## src/inc/pafm_cfg.svh

```systemverilog
`ifndef PAFM_CFG_SVH
`define PAFM_CFG_SVH

// pad count and pad index of every muxed pad
`define PAFM_NUM_PADS    8
`define PAFM_PAD_PA0     0
`define PAFM_PAD_PA4     1
`define PAFM_PAD_PORTA_LINE13    2
`define PAFM_PAD_PORTA_LINE14    3
`define PAFM_PAD_PB8     4
`define PAFM_PAD_PORTB_LINE12    5
`define PAFM_PAD_PORTC_LINE13    6
`define PAFM_PAD_PF0     7

// selector field: width, plain port code, reset value
`define PAFM_SEL_W       3
`define PAFM_SEL_PLAIN   3'h0
`define PAFM_SEL_RESET   3'h0

// peripheral signal index space; the top code marks an unassigned slot
`define PAFM_NUM_PERIPH  31
`define PAFM_IDX_W       5
`define PAFM_IDX_NONE    5'h1f

`endif

```

## src/inc/pafm_pkg.sv

```systemverilog
package pafm_pkg;

    // one index per on-chip peripheral signal that reaches a muxed pad
    typedef enum logic [4:0] {
        P_S3_CTS   = 5'h00,  // serial3_clear_to_send
        P_S2_CTS   = 5'h01,  // serial2_clear_to_send
        P_TAMPER   = 5'h02,  // calendar_tamper_in
        P_CMP1     = 5'h03,  // comparator1_result
        P_GT2_CH1  = 5'h04,  // gp_timer2_channel1
        P_GT2_ETR  = 5'h05,  // gp_timer2_external_trigger
        P_MON_CLK  = 5'h06,  // clock_monitor_output
        P_BUS_CLK  = 5'h07,  // bus clock output
        P_SPI_CS   = 5'h08,  // spi chip select
        P_ADV_CH2A = 5'h09,  // adv_timer_channel2a
        P_TWI_SDA  = 5'h0a,  // two-wire data
        P_S1_RX    = 5'h0b,  // serial1_receive
        P_S2_TX    = 5'h0c,  // serial2_transmit
        P_INFRARED_OUTPUT   = 5'h0d,  // infrared_output
        P_S3_TX    = 5'h0e,  // serial3_transmit
        P_TWI_SCL  = 5'h0f,  // two-wire clock
        P_S1_TX    = 5'h10,  // serial1_transmit
        P_S2_RX    = 5'h11,  // serial2_receive
        P_GT1_CH3  = 5'h12,  // gp_timer1_channel3
        P_ADV_ETR  = 5'h13,  // adv_timer_external_trigger
        P_ONE_HZ   = 5'h14,  // calendar_one_hertz_out
        P_S1_CTS   = 5'h15,  // serial1_clear_to_send
        P_CAL_EVT  = 5'h16,  // calendar event output
        P_BT_TRIG  = 5'h17,  // basic_timer_trigger_in
        P_GT2_TOGP = 5'h18,  // gp_timer2_positive_toggle
        P_LSC_OUT  = 5'h19,  // low_speed_crystal_clock_output
        P_GT1_TOGP = 5'h1a,  // gp_timer1_positive_toggle
        P_ADV_BRK  = 5'h1b,  // adv_timer_break_in
        P_WUT_TRIG = 5'h1c,  // wakeup_timer_trigger_in
        P_BT1_TOGN = 5'h1d,  // basic_timer1_negative_toggle
        P_S3_RX    = 5'h1e,  // serial3_receive
        P_NONE     = 5'h1f   // unassigned slot
    } pafm_periph_t;

endpackage

```

## src/hdl/pafm_mux.sv

```systemverilog
// Overview of operation
// unexempted pads reset to high-impedance inputs
// debug pads reset as debug pins, pulled up; pad_pu_o stays low until the first clock after reset
// digital peripherals reach pads only via selectors
// analog connection follows peripheral enable, not selector
// reset function is the plain port line
// each port offers selectors one through seven
// porta_line0 slot map
// porta_line13 debug data pad slot map
// porta_line14 debug clock pad slot map
// portb_line8 slot map
// portc_line13 slot map
// porta_line4 slot map
// portb_line12 slot map
// portf_line0 slot map
// boot pad is input only, no selector
// radio aux line: input, or amplifier enable
// unassigned slot: no peripheral, output disabled
// inputs forward pad level, outputs drive pad
`timescale 1ns/100ps
`include "pafm_cfg.svh"

module pafm_mux
    import pafm_pkg::*;
(
    input  wire logic                                      ref_clk_i,
    input  wire logic                                      nrst_i,
    input  wire logic [`PAFM_NUM_PADS-1:0]                 sel_we_i,
    input  wire logic [`PAFM_NUM_PADS*`PAFM_SEL_W-1:0]     sel_wdata_i,
    output logic      [`PAFM_NUM_PADS*`PAFM_SEL_W-1:0]     sel_o,
    input  wire logic [`PAFM_NUM_PADS-1:0]                 gpio_out_i,
    input  wire logic [`PAFM_NUM_PADS-1:0]                 gpio_oe_i,
    input  wire logic [`PAFM_NUM_PADS-1:0]                 gpio_pu_i,
    output logic      [`PAFM_NUM_PADS-1:0]                 gpio_in_o,
    input  wire logic                                      dbg_dio_out_i,
    input  wire logic                                      dbg_dio_oe_i,
    output logic                                           dbg_dio_in_o,
    output logic                                           dbg_clk_o,
    input  wire logic [`PAFM_NUM_PERIPH-1:0]               periph_out_i,
    input  wire logic [`PAFM_NUM_PERIPH-1:0]               periph_oe_i,
    output logic      [`PAFM_NUM_PERIPH-1:0]               periph_in_o,
    input  wire logic [`PAFM_NUM_PADS-1:0]                 pad_in_i,
    output logic      [`PAFM_NUM_PADS-1:0]                 pad_out_o,
    output logic      [`PAFM_NUM_PADS-1:0]                 pad_oe_o,
    output logic      [`PAFM_NUM_PADS-1:0]                 pad_pu_o,
    input  wire logic [`PAFM_NUM_PADS-1:0]                 analog_enable_i,
    output logic      [`PAFM_NUM_PADS-1:0]                 analog_connect_o,
    input  wire logic                                      boot_pad_i,
    output logic                                           boot_select_o,
    input  wire logic                                      radio_aux_in_i,
    input  wire logic                                      radio_aux_dir_i,
    input  wire logic                                      radio_pa_enable_i,
    output logic                                           radio_aux_data_o,
    output logic                                           radio_aux_out_o,
    output logic                                           radio_aux_oe_o
);

    localparam int NP = `PAFM_NUM_PADS;
    localparam int NK = `PAFM_NUM_PERIPH;

    // slot map: pad index and selector value to peripheral index
    function automatic logic [`PAFM_IDX_W-1:0] route(input logic [2:0] pad,
                                                     input logic [`PAFM_SEL_W-1:0] sel);
        logic [`PAFM_IDX_W-1:0] r;
        r = P_NONE;
        unique case (pad)
            3'h0: case (sel)
                3'h1: r = P_S3_CTS;
                3'h2: r = P_S2_CTS;
                3'h3: r = P_TAMPER;
                3'h4: r = P_CMP1;
                3'h6: r = P_GT2_CH1;
                3'h7: r = P_GT2_ETR;
                default: r = P_NONE;
            endcase
            3'h1: case (sel)
                3'h1: r = P_MON_CLK;
                3'h2: r = P_S2_CTS;
                3'h4: r = P_BUS_CLK;
                3'h5: r = P_SPI_CS;
                3'h6: r = P_GT2_ETR;
                3'h7: r = P_ADV_CH2A;
                default: r = P_NONE;
            endcase
            3'h2: case (sel)
                3'h2: r = P_TWI_SDA;
                3'h3: r = P_S1_RX;
                3'h4: r = P_S2_TX;
                3'h6: r = P_INFRARED_OUTPUT;
                default: r = P_NONE;
            endcase
            3'h3: case (sel)
                3'h1: r = P_S3_TX;
                3'h2: r = P_TWI_SCL;
                3'h3: r = P_S1_TX;
                3'h4: r = P_S2_RX;
                default: r = P_NONE;
            endcase
            3'h4: case (sel)
                3'h1: r = P_TWI_SCL;
                3'h2: r = P_S1_RX;
                3'h3: r = P_S1_TX;
                3'h6: r = P_GT1_CH3;
                3'h7: r = P_ADV_ETR;
                default: r = P_NONE;
            endcase
            3'h5: case (sel)
                3'h1: r = P_GT2_TOGP;
                3'h3: r = P_LSC_OUT;
                3'h5: r = P_SPI_CS;
                3'h6: r = P_GT1_TOGP;
                3'h7: r = P_ADV_BRK;
                default: r = P_NONE;
            endcase
            3'h6: case (sel)
                3'h1: r = P_S1_TX;
                3'h2: r = P_ONE_HZ;
                3'h3: r = P_S1_CTS;
                3'h4: r = P_CAL_EVT;
                3'h5: r = P_BT_TRIG;
                3'h7: r = P_TAMPER;
                default: r = P_NONE;
            endcase
            3'h7: case (sel)
                3'h1: r = P_WUT_TRIG;
                3'h2: r = P_S3_TX;
                3'h3: r = P_TWI_SDA;
                3'h4: r = P_BT1_TOGN;
                3'h5: r = P_S3_RX;
                3'h6: r = P_GT2_TOGP;
                default: r = P_NONE;
            endcase
        endcase
        return r;
    endfunction

    // per-pad selector registers, one field per pad
    logic [NP-1:0][`PAFM_SEL_W-1:0] sel_r;
    logic [NP-1:0]                  pad_out_nxt;   // next pad data
    logic [NP-1:0]                  pad_oe_nxt;    // next pad drive enable
    logic [NP-1:0]                  pad_pu_nxt;    // next pull-up request
    logic [NP-1:0]                  plain_w;       // pad in plain port mode
    logic [NP-1:0]                  none_w;        // selected slot is unassigned
    logic [`PAFM_IDX_W-1:0]         idx_w [NP];    // decoded peripheral per pad
    logic [NK-1:0]                  periph_in_nxt; // next level seen by peripherals

    // selector decode and pad-side selection per pad
    for (genvar g = 0; g < NP; g++) begin : g_pad
        localparam bit IS_DIO = (g == `PAFM_PAD_PORTA_LINE13);
        localparam bit IS_CLK = (g == `PAFM_PAD_PORTA_LINE14);
        assign idx_w[g]   = route(3'(g), sel_r[g]);
        assign plain_w[g] = (sel_r[g] == `PAFM_SEL_PLAIN);
        assign none_w[g]  = (idx_w[g] == `PAFM_IDX_NONE);
        // plain mode hands the pad to the port line, or to debug on the debug pads
        assign pad_out_nxt[g] = plain_w[g] ? (IS_DIO ? dbg_dio_out_i : (IS_CLK ? 1'b0 : gpio_out_i[g]))
                              : (none_w[g] ? 1'b0 : periph_out_i[idx_w[g]]);
        assign pad_oe_nxt[g]  = plain_w[g] ? (IS_DIO ? dbg_dio_oe_i : (IS_CLK ? 1'b0 : gpio_oe_i[g]))
                              : (none_w[g] ? 1'b0 : periph_oe_i[idx_w[g]]);
        // debug pads keep their pull-up while they act as debug pins
        assign pad_pu_nxt[g]  = plain_w[g] ? ((IS_DIO || IS_CLK) ? 1'b1 : gpio_pu_i[g]) : 1'b0;
    end

    // peripheral-side forwarding; the lowest pad wins when two pads pick one signal
    always_comb begin
        periph_in_nxt = '0;
        for (int p = NP - 1; p >= 0; p--) begin
            if (!plain_w[p] && !none_w[p]) begin
                periph_in_nxt[idx_w[p]] = pad_in_i[p];
            end
        end
    end

    // selector registers: plain port line after reset, written per pad
    always_ff @(posedge ref_clk_i) begin
        if (!nrst_i) begin
            sel_r <= {NP{`PAFM_SEL_RESET}};
        end else begin
            for (int p = 0; p < NP; p++) begin
                if (sel_we_i[p]) begin
                    sel_r[p] <= sel_wdata_i[p*`PAFM_SEL_W +: `PAFM_SEL_W];
                end
            end
        end
    end

    // pad-side output flops; drivers off during reset
    always_ff @(posedge ref_clk_i) begin
        if (!nrst_i) begin
            pad_out_o <= '0;
            pad_oe_o  <= '0;
            pad_pu_o  <= '0;
        end else begin
            pad_out_o <= pad_out_nxt;
            pad_oe_o  <= pad_oe_nxt;
            pad_pu_o  <= pad_pu_nxt;
        end
    end

    // peripheral-side and port-side input flops
    always_ff @(posedge ref_clk_i) begin
        if (!nrst_i) begin
            periph_in_o  <= '0;
            gpio_in_o    <= '0;
            dbg_dio_in_o <= 1'b1;
            dbg_clk_o    <= 1'b0;
        end else begin
            periph_in_o  <= periph_in_nxt;
            gpio_in_o    <= pad_in_i;
            // debug sees its pins only while they are in plain mode
            dbg_dio_in_o <= plain_w[`PAFM_PAD_PORTA_LINE13] ? pad_in_i[`PAFM_PAD_PORTA_LINE13] : 1'b1;
            dbg_clk_o    <= plain_w[`PAFM_PAD_PORTA_LINE14] & pad_in_i[`PAFM_PAD_PORTA_LINE14];
        end
    end

    // analog switches, boot pad and radio aux line: none touch the selectors
    always_ff @(posedge ref_clk_i) begin
        if (!nrst_i) begin
            analog_connect_o <= '0;
            boot_select_o    <= 1'b0;
            radio_aux_data_o <= 1'b0;
            radio_aux_out_o  <= 1'b0;
            radio_aux_oe_o   <= 1'b0;
        end else begin
            analog_connect_o <= analog_enable_i;
            boot_select_o    <= boot_pad_i;
            radio_aux_data_o <= radio_aux_dir_i ? 1'b0 : radio_aux_in_i;
            radio_aux_out_o  <= radio_aux_dir_i & radio_pa_enable_i;
            radio_aux_oe_o   <= radio_aux_dir_i;
        end
    end

    // selector readback shows the live routing state
    assign sel_o = sel_r;
endmodule

```

## config.mk

```make
export PLATFORM = sky130hd
export DESIGN_NAME = pafm_mux
export DESIGN_NICKNAME = d
export VERILOG_FILES = /design/src/inc/pafm_pkg.sv /design/src/hdl/pafm_mux.sv
export VERILOG_INCLUDE_DIRS = /design/src /design/src/inc
export SDC_FILE = /design/constraint.sdc
export NUM_CORES = 1
export LEC_CHECK = 0
export BUFFER_PORTS_ARGS = -buffer_cell sky130_fd_sc_hd__buf_2
export CORE_AREA = 2 2 115 117
export CTS_CLUSTER_DIAMETER = 30
export DETAILED_ROUTE_END_ITERATION = 6
export DIE_AREA = 0 0 117 119
export GPL_TIMING_DRIVEN = 0
export PLACE_DENSITY = 0.63
export SYNTH_ARGS = -nofsm -noshare
export SYNTH_HDL_FRONTEND = slang
export SYNTH_SLANG_ARGS = --single-unit
```

## constraint.sdc

```tcl
create_clock -name ref_clk_i -period 2.7 [get_ports ref_clk_i]
set_input_delay 0 -clock ref_clk_i [delete_from_list [all_inputs] [get_ports ref_clk_i]]
set_output_delay 0 -clock ref_clk_i [all_outputs]
set_load 0.02 [all_outputs]
```

==> results.md <==
- Result of the run: finished, final reports clean
- Count of buffer and inverter cells on the critical path: 3
- Critical path data required time: 2.93 ns
- Routed wirelength normalized by instance count: 16.4 microns
- Clock buffer count from CTS: 9
- Compound-cell area share of the yosys netlist: 11.5%
- Post-Syn Area: 4370 sq um
- Core area: 12900 sq um
- Post-Synthesis Mean Instance Area: 9.76 sq um
- Antenna violation net count after detailed routing: 0
- Max-cap viol count: 0
- Number of antenna violations at the first check in global routing: 2
- Total via count in the routed design: 4569
- Share of layout cells above drive strength 1: 35.5%
- Number of hold-slack violations in the final timing report: 0
- Kind of cell adding the most delay to the critical path: buffers and inverters
- Clock root buffer master: clkbuf_16
- Launching element type of the critical path: register
- Cells after Synth: 448
- Peak supply drop: 0.000360 V
- Post-Route Skew: 0.00621 ns
- Synth area leaders: dfxtp_1, mux2i_1, nor2b_1
- Worst-margin pin slew: 0.772 ns
- Most common library cell in the layout ignoring fill and taps: buf_2
- WP data arrival: 2.44 ns
- Ratio of final minimum period to clock period: 81.6%
- Worst path cell trace: clkbuf_1, xor2_1, nor2b_1, inv_1, ha_1, buf_6, mux4_2, nand2b_1, and3_1
- Maximum number of pins on one net before global-route repair: 17
- Number of enable flip-flop cells after synthesis: 0
- Maximum number of buffers from clock root to sink: 2
- Hold-fix buffer count after cts: 78
- Router iterations before antenna repair: 4
- DIE HEIGHT: 119 microns
- Count of unique library cells instantiated by Yosys: 51
- Number of nets in the layout: 919
- Xor-xnor portion of the synthesized cell area: 0.200%
- Via count of the first global-routing pass: 4578
- Share of synthesized cell area in and, or, nand and nor gates: 22.4%
- Crit path max fanout: 10
- Fraction of the yosys area taken by sequential cells: 46.3%
- Site Rows: 42
- Relative max-transition margin: 48.5%
- Nature of the critical path endpoint: register
- Sum of negative setup slack: 0 ns
- Detailed-route wire length: 15.7 mm
- Reg-to-reg setup timing slack: 0.50 ns
- Count of pins on the block boundary: 243
- Unrepaired setup endpoints after global routing: false
- Clock tree sinks: 101
- Clock-pin slew on the worst setup and hold paths: 0.07 ns
- Setup-failing EPs final: 0
- Width of the die: 117 microns
- Top cell type by total area after synthesis: dfxtp_1
- Number of buffers added on ports: 236
- Adder-cell share of the synthesized area: 1.15%
- Post-synthesis register bit count: 101
- Total congestion overflow: 0
- Max-slew violation count: 0
- Synthesis-to-finish area growth: 57.1%
- Power density of the placed cells: 537 nW/um^2
- DRC errors left: 0
- Largest family of logic cells by synthesized area: simple AND/OR/NAND/NOR gates
- Multiplexer area fraction after synthesis: 13.9%
- Final min period: 2.20 ns
- TritonCTS clock tree: built
- Synth Net Count: 594
- Number of violations reported at the end of detailed-routing iteration 0: 174
- Min-delay worst type: in -> reg
- Category of the most critical setup path: reg -> reg
- Leak Pwr: 3.26 nW
- Yosys warnings: 0
- Achievable Freq: 454 MHz
- Number of fill cells in the layout: 1194
- Number of cells upsized or downsized after cts: 0
- First-pass GRT wire length: 23.1 mm
- Tightest hold margin: 0.0130 ns
- DP HPWL: 11.6 mm
- Die area: 13900 sq um
- Vias per inst: 4.78
- Largest stage delay, worst path: 0.33 ns
- Library cell contributing the largest single delay on the critical path: dfxtp_1
- Insertion delay to the later sink of the worst-skew pair: 0.34 ns
- Area share of the largest cell type after synthesis: 46.3%
- Fraction of synthesis flops using an asynchronous set or reset pin: 0%
- Weighted congestion at the end of routability-driven global placement: 0.859
- Starting utilization of the core area: 33.9%
- GRT Total Usage: 22.0%
- Most frequently used flop master after synthesis: dfxtp_1
- Htree depth: 3
- Top library cells by usage in the layout, fill and taps aside: buf_2, dfxtp_1, dlygate4sd3_1, nor2b_1, mux2i_1
- Post-CTS Setup Bufs: 0
registers in the layout (all words and copies together), names as in the netlist:
register          count
sel_o                24
dbg_dio_in_o          1
radio_aux_oe_o        1
pad_out_o             8
pad_oe_o              8
analog_connect_o      8
pad_pu_o              8
dbg_clk_o             1
boot_select_o         1
radio_aux_data_o      1
radio_aux_out_o       1
periph_in_o          31
gpio_in_o             8
synthesized netlist by cell type (all sizes together), types with 4 or more instances:
| library cell | n |
|---|---|
| buf | 6 |
| and3 | 10 |
| a22oi | 5 |
| inv | 13 |
| a21oi | 12 |
| dfxtp | 101 |
| o22ai | 7 |
| mux2i | 36 |
| and2 | 21 |
| nor3 | 10 |
| a21boi | 4 |
| ha | 4 |
| mux2 | 4 |
| nand2b | 13 |
| mux4 | 9 |
| nand3 | 5 |
| a32o | 4 |
| nand2 | 34 |
| clkbuf | 27 |
| nor2 | 17 |
| o21ai | 16 |
| a31oi | 7 |
| nor2b | 44 |
path summary, 6_finish.rpt:
| check | from | to | depth (start not counted) |
|---|---|---|---|
| setup / recovery | sel_o[10]$_SDFFE_PN0P_ | pad_out_o[3]$_SDFF_PP0_ | 9 |
| hold reg to reg | sel_o[6]$_SDFFE_PN0P_ | pad_pu_o[2]$_SDFF_PN0_ | 1 |
| setup reg to reg | sel_o[10]$_SDFFE_PN0P_ | pad_out_o[3]$_SDFF_PP0_ | 9 |
| hold / removal | sel_we_i[3] | sel_o[10]$_SDFFE_PN0P_ | 3 |
tightest hold or removal path, delay by kind of cell:
family	cells	cell delay (ns)
simple gates	1	0.11
mux	1	0.08
buf+inv	1	0.13
routing by layer:
layer	GRT usage, %	part of all wire (%)	vias up
li1	-	-	2228
met3	4.73	5.5	26
met5	0	0	-
met4	9.63	2.6	0
met2	37.8	49	169
met1	26.0	43	2146
power breakdown:
group	internal [mW]	switching [mW]	leakage, nW
logic	0.359	0.387	2.27
clock network	0.770	0.571	0.152
registers	1.57	0.0339	0.830
per-stage QoR:
stage	cells	util [%]	setup WS [ns]	instance area (sq um)	power (mW)
after floorplan	448	-	0.609	4370	2.00
after global placement	860	44.8	0.594	5770	2.27
after detailed placement	860	44.8	0.536	5770	2.28
after CTS	954	53.3	0.509	6860	3.72
after global routing	955	53.3	0.301	6860	3.86
final	956	53.3	0.496	6870	3.69
cells by family after synthesis:
kind of cell               after synthesis
buffers and inverters                   46
xor gates and xnor gates                 1
muxes                                   49
DFF                                    101
AOI/OAI and AO/OA                       74
adders and majority gates                4
and+or+nand+nor                        173
area by class of cell:
class / count / area, sq um / area share (%)
Clock buffer: 11 / 253 / 3.68
Tap cell: 176 / 220 / 3.21
Antenna cell: 2 / 5.00 / 0.0729
Buffer: 33 / 150 / 2.19
Inverter: 13 / 48.8 / 0.711
Sequential cell: 101 / 2020 / 29.4
Clock inverter: 5 / 56.3 / 0.820
Timing Repair Buffer: 314 / 1960 / 28.6
Multi-Input combinational cell: 301 / 2150 / 31.3
No activity file was read; power rests on OpenSTA's default activity.
